File: src/switch_ctrl_pkg.sv
// Shared constants for the switch control serial port
package switch_ctrl_pkg;
  localparam int CLK_HZ            = 20_000_000;
  localparam int FRAME_BITS        = 16;
  localparam int ADDR_LSB          = 9;
  localparam int ADDR_BITS         = 4;
  localparam int WD_BIT_POS        = 15;
  localparam int WD_OFF_BIT_POS    = 8;
  localparam int WDT_MS            = 310;
  localparam int IN_TIMEOUT_MS     = 250;
  localparam int WDT_CYCLES        = CLK_HZ / 1000 * WDT_MS;
  localparam int IN_TIMEOUT_CYCLES = CLK_HZ / 1000 * IN_TIMEOUT_MS;
  localparam int CLK_LOSS_CYCLES   = 4096;
  localparam int NUM_REGS          = 16;
  localparam int NUM_READ_SEL      = 8;
  localparam int FAULT_BITS        = 9;
  localparam logic [15:0] REG_RESET = 16'h0000;
  localparam logic [3:0]  ADDR_STATUS = 4'h0;
  localparam logic [3:0]  ADDR_CONFIG = 4'h1;
  localparam logic [2:0]  SEL_ECHO    = 3'h7;
  typedef enum logic [1:0] {MODE_SLEEP, MODE_NORMAL, MODE_FAILSAFE} dev_mode_t;
endpackage

File: src/switch_control_serial_port.sv
// Serial slave port, wake/watchdog and pin logic of a dual high-side switch
// Notes on behaviour
// - Sync output goes low while an on channel's current sense value is valid.
// - Sync output rises at every channel turn-off instant.
// - Direct input high turns channel on; low leaves it to register control in normal mode.
// - Rising direct input wakes device from sleep.
// - Load select low chooses bulb profile, high chooses motor profile.
// - Fault flag low while any listed fault is present.
// - Each fault sets own status bit; reading status clears it.
// - External PWM clock drives PWM; its loss is a fault.
// - Wake/reset low holds all serial registers at reset value.
// - Reset low and inputs idle past timeout puts device to sleep.
// - Wake/reset rising starts watchdog on first frame bit.
// - Port active and output driven only while chip select low.
// - Chip select rising stores frame into addressed register.
// - Chip select falling loads output shifter from one of eight sources.
// - Input sampled on falling serial clock, output changes on rising.
// - Frames are 16 bits, most significant bit first.
// - Register address taken from frame bits 9 to 12.
// - Output carries a readable register or the previous input frame.
// - Fail-safe flag low on lost communication or logic supply.
// - Without logic supply the output shifter is not readable.
// - PWM up to 1 kHz from internal or external clock, register chosen.
// - Direct input idle over 250 ms drops its activity signal.
module switch_control_serial_port
  import switch_ctrl_pkg::*;
#(
  parameter int WDT_COUNT  = WDT_CYCLES,
  parameter int IN_TIMEOUT = IN_TIMEOUT_CYCLES,
  parameter int CLK_LOSS   = CLK_LOSS_CYCLES,
  parameter int PWM_DIV    = 20000
) (
  input  wire logic                  clk,
  input  wire logic                  reset_n,
  input  wire logic                  sclk,
  input  wire logic                  chip_select_n,
  input  wire logic                  serial_in,
  output logic                       serial_out,
  output logic                       serial_out_oe_n,
  input  wire logic                  wake_reset_n,
  input  wire logic [1:0]            direct_in,
  input  wire logic [1:0]            load_profile_select,
  input  wire logic                  pwm_clock_in,
  input  wire logic                  logic_supply_ok,
  input  wire logic [FAULT_BITS-1:0] fault_events,
  input  wire logic [1:0]            sense_valid,
  output logic [1:0]                 channel_on,
  output logic [1:0]                 motor_profile,
  output logic                       fault_flag_n,
  output logic                       failsafe_flag_n,
  output logic                       sense_sync_n,
  output logic                       device_awake
);
  import switch_ctrl_pkg::*;

  // ----------------------------------------
  // Input synchronisers
  // ----------------------------------------
  logic sclk_r, sclk_f, cs_l, cs_r, cs_f, si_l, rst_l, rst_r, pclk_r;
  logic [1:0] din_l, din_r, cfg_l;

  sync_edge u_sclk (.clk(clk), .reset_n(reset_n), .async_in(sclk), .level(), .rise(sclk_r), .fall(sclk_f));
  // Idle-high pins start high so no false edge follows reset
  sync_edge #(.IDLE_LEVEL(1'b1)) u_cs (.clk(clk), .reset_n(reset_n), .async_in(chip_select_n), .level(cs_l),
                                      .rise(cs_r), .fall(cs_f));
  sync_edge u_si   (.clk(clk), .reset_n(reset_n), .async_in(serial_in), .level(si_l), .rise(), .fall());
  sync_edge u_rst  (.clk(clk), .reset_n(reset_n), .async_in(wake_reset_n), .level(rst_l), .rise(rst_r), .fall());
  sync_edge u_pclk (.clk(clk), .reset_n(reset_n), .async_in(pwm_clock_in), .level(), .rise(pclk_r), .fall());

  genvar g;
  generate
    for (g = 0; g < 2; g++) begin : g_pins
      sync_edge u_din (.clk(clk), .reset_n(reset_n), .async_in(direct_in[g]), .level(din_l[g]),
                       .rise(din_r[g]), .fall());
      sync_edge #(.IDLE_LEVEL(1'b1)) u_cfg (.clk(clk), .reset_n(reset_n), .async_in(load_profile_select[g]),
                                           .level(cfg_l[g]), .rise(), .fall());
    end
  endgenerate

  // ----------------------------------------
  // Serial port state
  // ----------------------------------------
  logic [15:0] regs_q [NUM_REGS];
  logic [15:0] regs_d [NUM_REGS];
  logic [15:0] sh_in_q, sh_in_d, sh_out_q, sh_out_d, prev_frame_q, prev_frame_d;
  logic [4:0]  bit_cnt_q, bit_cnt_d;
  logic        so_q, so_d, oe_n_q, oe_n_d;
  logic [FAULT_BITS-1:0] fault_q, fault_d;
  logic        read_status;

  function automatic logic [15:0] read_source(input logic [2:0] sel, input logic [15:0] echo,
                                              input logic [FAULT_BITS-1:0] flt, input logic [15:0] r);
    logic [15:0] v;
    v = r;
    if (sel == SEL_ECHO)
      v = echo;
    else if (sel == ADDR_STATUS[2:0])
      v = {{(16-FAULT_BITS){1'b0}}, flt};
    return v;
  endfunction

  always_comb begin
    regs_d       = regs_q;
    sh_in_d      = sh_in_q;
    sh_out_d     = sh_out_q;
    prev_frame_d = prev_frame_q;
    bit_cnt_d    = bit_cnt_q;
    so_d         = so_q;
    oe_n_d       = oe_n_q;
    read_status  = 1'b0;
    if (!rst_l) begin
      for (int i = 0; i < NUM_REGS; i++) regs_d[i] = REG_RESET;
    end
    if (cs_f) begin
      oe_n_d    = ~logic_supply_ok;
      bit_cnt_d = '0;
      // Selected by the last frame's low address bits
      sh_out_d  = read_source(prev_frame_q[ADDR_LSB +: 3], prev_frame_q, fault_q,
                              regs_q[prev_frame_q[ADDR_LSB +: 3]]);
      read_status = (prev_frame_q[ADDR_LSB +: 3] == ADDR_STATUS[2:0]);
      so_d      = sh_out_d[FRAME_BITS-1];
    end else if (!cs_l) begin
      if (sclk_f) begin
        sh_in_d   = {sh_in_q[14:0], si_l};
        bit_cnt_d = bit_cnt_q + 5'd1;
      end
      if (sclk_r && bit_cnt_q != 5'd0) begin
        sh_out_d = {sh_out_q[14:0], 1'b0};
        so_d     = sh_out_q[14];
      end
    end
    if (cs_r) begin
      oe_n_d = 1'b1;
      if (bit_cnt_q == 5'(FRAME_BITS) && rst_l) begin
        regs_d[sh_in_q[ADDR_LSB +: ADDR_BITS]] = sh_in_q;
        prev_frame_d = sh_in_q;
      end
    end
  end

  always_ff @(posedge clk or negedge reset_n) begin
    if (!reset_n) begin
      for (int i = 0; i < NUM_REGS; i++) regs_q[i] <= REG_RESET;
      sh_in_q      <= 16'h0000;
      sh_out_q     <= 16'h0000;
      prev_frame_q <= 16'h0000;
      bit_cnt_q    <= 5'h00;
      so_q         <= 1'b0;
      oe_n_q       <= 1'b1;
    end else begin
      regs_q       <= regs_d;
      sh_in_q      <= sh_in_d;
      sh_out_q     <= sh_out_d;
      prev_frame_q <= prev_frame_d;
      bit_cnt_q    <= bit_cnt_d;
      so_q         <= so_d;
      oe_n_q       <= oe_n_d;
    end
  end

  // ----------------------------------------
  // Faults, watchdog, activity, mode
  // ----------------------------------------
  logic [31:0] wdt_q, wdt_d, clk_loss_q, clk_loss_d;
  logic [31:0] act_q [2];
  logic [31:0] act_d [2];
  logic [1:0]  in_on_q, in_on_d;
  logic        wd_run_q, wd_run_d, wd_bit_q, wd_bit_d, wd_exp_q, wd_exp_d;
  logic        ext_sel, clk_fail;
  dev_mode_t   mode_q, mode_d;
  logic [FAULT_BITS-1:0] live_fault;
  logic        frame_done;

  assign ext_sel    = regs_q[ADDR_CONFIG][0];
  assign clk_fail   = ext_sel && clk_loss_q >= 32'(CLK_LOSS);
  assign live_fault = {fault_events[FAULT_BITS-1:7], clk_fail, fault_events[5:0]};
  assign frame_done = cs_r && bit_cnt_q == 5'(FRAME_BITS);

  always_comb begin
    // New events win over the clearing read
    fault_d = (read_status ? '0 : fault_q) | live_fault;
    clk_loss_d = pclk_r ? 32'd0 : (clk_loss_q >= 32'(CLK_LOSS) ? clk_loss_q : clk_loss_q + 32'd1);
    wd_run_d = wd_run_q;
    wd_bit_d = wd_bit_q;
    wd_exp_d = wd_exp_q;
    wdt_d    = wdt_q;
    if (!rst_l) begin
      wd_run_d = 1'b0;
      wd_exp_d = 1'b0;
    end else if (rst_r) begin
      wd_run_d = 1'b1;
      wdt_d    = '0;
    end else if (wd_run_q) begin
      if (frame_done && sh_in_q[WD_BIT_POS] != wd_bit_q) begin
        wd_bit_d = sh_in_q[WD_BIT_POS];
        wdt_d    = '0;
      end else if (wdt_q >= 32'(WDT_COUNT)) begin
        wd_exp_d = ~regs_q[ADDR_CONFIG][WD_OFF_BIT_POS];
      end else begin
        wdt_d = wdt_q + 32'd1;
      end
    end
    for (int c = 0; c < 2; c++) begin
      act_d[c]   = act_q[c];
      in_on_d[c] = in_on_q[c];
      if (din_r[c] || din_l[c]) begin
        act_d[c]   = '0;
        in_on_d[c] = 1'b1;
      end else if (act_q[c] >= 32'(IN_TIMEOUT)) begin
        in_on_d[c] = 1'b0;
      end else begin
        act_d[c] = act_q[c] + 32'd1;
      end
    end
    mode_d = mode_q;
    unique case (mode_q)
      MODE_SLEEP:    if (rst_r || |din_r) mode_d = MODE_NORMAL;
      MODE_NORMAL:   if (!rst_l && in_on_q == 2'b00) mode_d = MODE_SLEEP;
                     else if (wd_exp_q || (rst_l && !logic_supply_ok)) mode_d = MODE_FAILSAFE;
      MODE_FAILSAFE: if (!rst_l && in_on_q == 2'b00) mode_d = MODE_SLEEP;
                     else if (rst_r) mode_d = MODE_NORMAL;
    endcase
  end

  always_ff @(posedge clk or negedge reset_n) begin
    if (!reset_n) begin
      fault_q    <= '0;
      clk_loss_q <= 32'h0000_0000;
      wd_run_q   <= 1'b0;
      wd_bit_q   <= 1'b0;
      wd_exp_q   <= 1'b0;
      wdt_q      <= 32'h0000_0000;
      act_q[0]   <= 32'h0000_0000;
      act_q[1]   <= 32'h0000_0000;
      in_on_q    <= 2'b00;
      mode_q     <= MODE_SLEEP;
    end else begin
      fault_q    <= fault_d;
      clk_loss_q <= clk_loss_d;
      wd_run_q   <= wd_run_d;
      wd_bit_q   <= wd_bit_d;
      wd_exp_q   <= wd_exp_d;
      wdt_q      <= wdt_d;
      act_q      <= act_d;
      in_on_q    <= in_on_d;
      mode_q     <= mode_d;
    end
  end

  // ----------------------------------------
  // Channel control and flags
  // ----------------------------------------
  logic [31:0] pwm_cnt_q, pwm_cnt_d;
  logic        int_tick;
  logic [1:0]  pwm_ph_q, pwm_ph_d, on_q, on_d, prof_q, prof_d;
  logic        ff_q, ff_d, fs_q, fs_d, sync_q, sync_d, awake_q, awake_d;

  // Internal tick kept slow so PWM stays within 1 kHz
  assign int_tick = pwm_cnt_q >= 32'(PWM_DIV - 1);

  always_comb begin
    pwm_cnt_d = int_tick ? 32'd0 : pwm_cnt_q + 32'd1;
    pwm_ph_d  = pwm_ph_q;
    for (int c = 0; c < 2; c++) begin
      if (ext_sel ? pclk_r : int_tick) pwm_ph_d[c] = ~pwm_ph_q[c];
      on_d[c] = (mode_q != MODE_SLEEP) &&
                (din_l[c] || (mode_q == MODE_NORMAL && regs_q[ADDR_CONFIG][1+c] &&
                 (!regs_q[ADDR_CONFIG][3+c] || pwm_ph_q[c])));
    end
    prof_d  = cfg_l;
    ff_d    = ~(|fault_q | |live_fault);
    fs_d    = ~(mode_q == MODE_FAILSAFE || (rst_l && !logic_supply_ok));
    // Turn-off forces a rising edge even if sense still looked valid
    if (|(on_q & ~on_d))
      sync_d = 1'b1;
    else
      sync_d = ~(|(sense_valid & on_q));
    awake_d = mode_q != MODE_SLEEP;
  end

  always_ff @(posedge clk or negedge reset_n) begin
    if (!reset_n) begin
      pwm_cnt_q <= 32'h0000_0000;
      pwm_ph_q  <= 2'b00;
      on_q      <= 2'b00;
      prof_q    <= 2'b11;
      ff_q      <= 1'b1;
      fs_q      <= 1'b1;
      sync_q    <= 1'b1;
      awake_q   <= 1'b0;
    end else begin
      pwm_cnt_q <= pwm_cnt_d;
      pwm_ph_q  <= pwm_ph_d;
      on_q      <= on_d;
      prof_q    <= prof_d;
      ff_q      <= ff_d;
      fs_q      <= fs_d;
      sync_q    <= sync_d;
      awake_q   <= awake_d;
    end
  end

  assign serial_out      = so_q;
  assign serial_out_oe_n = oe_n_q;
  assign channel_on      = on_q;
  assign motor_profile   = prof_q;
  assign fault_flag_n    = ff_q;
  assign failsafe_flag_n = fs_q;
  assign sense_sync_n    = sync_q;
  assign device_awake    = awake_q;
endmodule

File: src/sync_edge.sv
// Two-flop synchroniser with edge detection
module sync_edge #(
  parameter logic IDLE_LEVEL = 1'b0
) (
  input  wire logic clk,
  input  wire logic reset_n,
  input  wire logic async_in,
  output logic      level,
  output logic      rise,
  output logic      fall
);
  logic meta_q, sync_q, prev_q;
  logic meta_d, sync_d, prev_d;

  always_comb begin
    meta_d = async_in;
    sync_d = meta_q;
    prev_d = sync_q;
  end

  always_ff @(posedge clk or negedge reset_n) begin
    if (!reset_n) begin
      // Start at the pin's idle level so release of reset shows no edge
      meta_q <= IDLE_LEVEL;
      sync_q <= IDLE_LEVEL;
      prev_q <= IDLE_LEVEL;
    end else begin
      meta_q <= meta_d;
      sync_q <= sync_d;
      prev_q <= prev_d;
    end
  end

  assign level = sync_q;
  assign rise  = sync_q & ~prev_q;
  assign fall  = ~sync_q & prev_q;
endmodule

File: config.mk
export PLATFORM = sky130hd
export DESIGN_NAME = switch_control_serial_port
export DESIGN_NICKNAME = d
export VERILOG_FILES = /design/src/switch_ctrl_pkg.sv /design/src/switch_control_serial_port.sv /design/src/sync_edge.sv
export SDC_FILE = /design/constraint.sdc
export NUM_CORES = 1
export LEC_CHECK = 0
export BUFFER_PORTS_ARGS = -buffer_cell sky130_fd_sc_hd__buf_2
export CAP_MARGIN = 20
export CORE_ASPECT_RATIO = 0.8
export CORE_MARGIN = 3
export CORE_UTILIZATION = 25
export DETAILED_ROUTE_END_ITERATION = 8
export PLACE_DENSITY = 0.39
export RECOVER_POWER = 100
export SYNTH_ARGS = -nofsm -noshare
export SYNTH_HDL_FRONTEND = slang
export SYNTH_HIERARCHICAL = 1
export SYNTH_SLANG_ARGS = --single-unit
File: constraint.sdc
create_clock -name clk -period 2.6 [get_ports clk]
set_input_delay 0.26 -clock clk [delete_from_list [all_inputs] [get_ports clk]]
set_output_delay 0.26 -clock clk [all_outputs]
set_load 0.01 [all_outputs]
# ---- Word level (Yosys, flattened, before mapping)
# Cells that the tools add are included.
dict set report word_totals {
  register_bits 520
  latchBits 0
  ram_bits 0
  rom_bits 0
  in_bits 23
  out_inout_bits 10
  memories 0
}
dict set report op_classes {
  n_addsub 6
  n_mul 0
  n_div 0
  n_lt_le_gt_ge 8
  n_eq_ne 18
  shift 0
  n_mux 54
  n_bitwise 32
  n_reduce_logical 51
}
# cell n
set op_table {}
lappend op_table {{2-to-1 mux 256 bit} 3}
lappend op_table {{2-to-1 mux 32 bit} 11}
lappend op_table {{bitwise mux 256 bit} 1}
lappend op_table {{adder 32 x 1 -> 32 bit (second input constant)} 5}
lappend op_table {{greater-or-equal comparator 32 x 23 -> 1 bit (second input constant)} 3}
lappend op_table {{2-to-1 mux 16 bit} 5}
lappend op_table {{binary-select mux 16 bit (select 4 bit)} 1}
lappend op_table {{demux 16 bit (select 4 bit)} 1}
lappend op_table {{2-to-1 mux 15 bit} 3}
lappend op_table {{greater-or-equal comparator 32 x 13 -> 1 bit (second input constant)} 1}
lappend op_table {{greater-or-equal comparator 32 x 15 -> 1 bit (second input constant)} 1}
lappend op_table {{inequality test 2 bit (second input constant)} 10}
lappend op_table {{2-to-1 mux 1 bit} 19}
lappend op_table {{OR reduction 9 bit} 2}
lappend op_table {{inverter 1 bit} 17}
lappend op_table {{2-to-1 mux 5 bit} 3}
lappend op_table {{logical AND 1 bit} 14}
lappend op_table {{nonzero test 2 bit} 7}
lappend op_table {{2-to-1 mux 2 bit} 5}
lappend op_table {{logical OR 1 bit} 9}
lappend op_table {{2-to-1 mux 9 bit} 1}
lappend op_table {{inequality test 3 bit (second input constant)} 3}
lappend op_table {{OR 9 bit} 1}
lappend op_table {{AND reduction 3 bit} 3}
lappend op_table {{other kinds (23)} 40}

# ---- Longest topological paths before layout
dict set report depth {
  depth_word 9
  mapped_depth 9
  depth_no_buf 7
}

# ---- Modules after synthesis
# The synthesis kept the hierarchy.
# mod n_inst cells_per_inst area_each_um2 seq_area_each_um2
set by_module_without_submodules {}
lappend by_module_without_submodules {switch_control_serial_port 1 1519 15439.8 8415.6}
lappend by_module_without_submodules {{sync_edge (g_pins[0].u_din ...)} 6 5 90.1 75.1}
lappend by_module_without_submodules {{sync_edge (g_pins[0].u_cfg ...)} 3 5 93.8 78.8}

# ---- Worst setup path before layout
# Ideal clock, no wire load.
dict set report synth_timing {
  path_type {reg-to-reg}
  start {register u_cs.sync_q, in the netlist u_cs/level}
  end {register regs_q[216] (netlist bit)}
  setup_time_ps 135
  arrival_ps 1825
  slack_ps 640
  path_stages_with_launch 8
  synth_period_minus_slack_ps 1960
  cell_sequence {dfstp_2 nor2b_1 and2_1 clkbuf_1 nand4_1 nor2_1 clkbuf_1 o21ai_0}
}
# element line
set synth_lines {}
lappend synth_lines {{start, declared} sync_edge.sv:12} ;# logic meta_q, sync_q, prev_q;
lappend synth_lines {{start signal, assigned} sync_edge.sv:29} ;# sync_q <= sync_d;
lappend synth_lines {{end signal, assigned} switch_control_serial_port.sv:151} ;# regs_q <= regs_d;
lappend synth_lines {{end, declared} switch_control_serial_port.sv:83} ;# logic [15:0] regs_q [NUM_REGS];

# ---- Final worst setup path
dict set report layout_timing {
  start {register u_cs.sync_q, in the netlist u_cs/level}
  end {register wd_bit_q}
}
dict set report layout_via {
  elab_chain_len 4
}
# element line
set layout_lines {}
lappend layout_lines {{bitwise AND 1 bit} sync_edge.sv:35} ;# assign rise = sync_q & ~prev_q;
lappend layout_lines {{named net cs_r} switch_control_serial_port.sv:59} ;# logic sclk_r, sclk_f, cs_l, cs_r, cs_f, si_l, rst_l, rst_r, pclk_r;
lappend layout_lines {{logical AND 1 bit} switch_control_serial_port.sv:177} ;# assign frame_done = cs_r && bit_cnt_q == 5'(FRAME_BITS);
lappend layout_lines {{logical AND 1 bit} switch_control_serial_port.sv:194} ;# if (frame_done && sh_in_q[WD_BIT_POS] != wd_bit_q) begin
lappend layout_lines {{AND reduction 4 bit (no source line)} n/a}
lappend layout_lines {{end signal, assigned} switch_control_serial_port.sv:241} ;# wd_bit_q <= wd_bit_d;
lappend layout_lines {{end, declared} switch_control_serial_port.sv:168} ;# logic wd_run_q, wd_run_d, wd_bit_q, wd_bit_d, wd_exp_q, wd_exp_d;
# The timed path passes the listed nets, and every way through them passes these cells.
# A chain may end at the register's enable or synchronous reset.

==> results.tsv <==
metric	value	unit
CTS Buffer Depth	3	
total die area	67500	µm²
post-CTS setup repair buffer count	0	
Clock Power Share	0.480	
dpl cell area	17600	µm²
largest net degree at the start of global routing	76	
total grt overflow	0	
CTS sink cnt	360	
Die W	290	µm
Sequential Power Share	0.466	
Slew Limit Headroom	-0.171	
Rows	82	
synthesized netlist cell count	1551	
Antenna Nets Post-Route	0	
Logic pwr share	0.054	
Syn Area/Cell	10.4	µm²
FMAX	422	MHz
mapped cell area	16100	µm²
critical path data arrival time	2.82	ns
endpoints failing setup	0	
share of layout cells above drive strength 1	0.126	
CTS buffer count	44	
Area Growth Syn to Fin	18.6	%
design area	19100	µm²
Iter 0 DRT Violations	642	
Warnings, synthesis	6	
RSZ-0062 raised after global routing	false	
antenna violations before repair	0	
max-slew violations	62	
final hold violations	0	
status	finished, violations left	
TritonCTS clock tree	done	
Post-Route Skew	0.0240	ns
Total Wirelength	40200	µm
routed len/inst	16.1	µm
CP Data Required Time	3.05	ns
setup TNS	0	ns
post-CTS resize count	0	
I/O pin total	33	
Hold Crit Class	in -> reg	
global-route wire length before repair	65800	µm
pwr dens	674	nW/µm²
P_sw	3.17	mW
Worst Path Max Fanout	9	
via count of the routed design	11400	
Worst Tran Pin Value	1.76	ns
Vias/cell	4.56	
Detailed Place HPWL	25700	µm
Final GP Congestion	0.725	
Final nets	1663	
Starting Density	0.255	
vias in the first global route	11500	
IO buf count	31	
DRC	0	
GRT Util Overall	0.122	
Die Y	233	µm
hold buffer count at CTS	20	
Leakage	7.87	nW
fin util	0.302	
final period utilization	0.911	
Worst-path clk slew	0.06	ns
H-tree Lvls	2	
WS Path Type	reg -> reg	
total iterations of the first detailed-routing run	5	
Max IR drop VDD	422	µV
root buf cell	clkbuf_16	
Core Box Area	63200	µm²
failing checks	capacitance limit, slew limit	
kind of end point of the critical path	register	
switch share	0.246	
final worst path period need	2.37	ns
Antenna diodes	0	
nature of the critical path startpoint	register	
max cap viols	1	
worst skew pair latency	0.59	ns
Int Pwr	9.71	mW
==> routing by layer <==
metal | part of all wire | vias up | track usage
met2 | 0.41 | 112 | 0.173
met4 | 0.021 | 0 | 0.0341
met3 | 0.033 | 58 | 0.0220
li1 | - | 5596 | -
met1 | 0.54 | 5666 | 0.188
met5 | 0 | - | 0
==> worst paths after layout <==
| path | startpoint | to | slack, ns | depth (start not counted) |
|---|---|---|---|---|
| worst max-delay path | u_cs/level | wd_bit_q | 0.23 | 6 |
| worst min-delay path | sense_valid[0] | sense_sync_n | 0.14 | 3 |
| worst max register to register | u_cs/level | wd_bit_q | 0.23 | 6 |
| worst min register to register | u_pclk/meta_q | u_pclk/level | 0.34 | 0 |
| max in group asynchronous | reset_n | regs_q[169] | 0.53 | 3 |
| min in group asynchronous | reset_n | fault_q[5] | 0.69 | 2 |
==> stage by stage <==
stage | cells | setup WS [ns] | hold slack, ns | total power, mW
6_report | 2505 | 0.231 | 0.135 | 12.9
5_1_grt | 2505 | 0.0805 | 0.122 | 13.5
4_1_cts | 2505 | 0.342 | 0.0727 | 13.2
3_5_place_dp | 2403 | 0.365 | 0.264 | 6.82
3_3_place_gp | 2403 | 0.386 | 0.257 | 6.80
2_1_floorplan | 1567 | 0.640 | -0.0356 | 6.42
==> worst max-delay path, stage by stage (launching register included) <==
cell	delay, ns
dfstp_1	0.61
nor2b_1	0.22
and2_1	0.30
nand3_1	0.19
clkbuf_1	0.28
nor3b_1	0.27
mux2_2	0.36
==> flip-flops by register name, summed over array words and instances, names as in the netlist, 15 cells and up <==
name,cells
act_q,64
wdt_q,32
pwm_cnt_q,32
prev_frame_q,16
sh_out_q,15
clk_loss_q,32
regs_q,95
sh_in_q,16
==> power by group through the flow <==
| stage | combinational, mW | clock [mW] | sequential, mW |
|---|---|---|---|
| after floorplan | 0.407 | 0 | 6.01 |
| after global placement | 0.707 | 0 | 6.10 |
| after detailed placement | 0.716 | 0 | 6.10 |
| after CTS | 0.743 | 6.48 | 6.00 |
| after global routing | 0.805 | 6.70 | 6.03 |
| final | 0.694 | 6.19 | 6.00 |
==> area by class of cell <==
class                           count  area, µm²
Multi-Input combinational cell   1066       6530
Clock inverter                     11        143
Fill cell                        6572      44100
Timing Repair Buffer              108        861
Tap cell                          840       1050
Sequential cell                   360       9030
Inverter                           49        184
Clock buffer                       71       1310
==> placed cells by master, fill, tap and decap left out, drive strengths merged, types with 21 or more instances in the layout <==
cell type,instances
a21o,21
a21oi,65
and2,32
buf,52
clkbuf,107
dfrtp,347
inv,52
mux2,30
mux4,22
nand2,240
nand3,56
nand4,25
nor2,72
nor2b,29
nor4,23
o21ai,159
o31ai,24
or3,33
or4,28
Note: power is estimated with default switching activity, not from simulation.
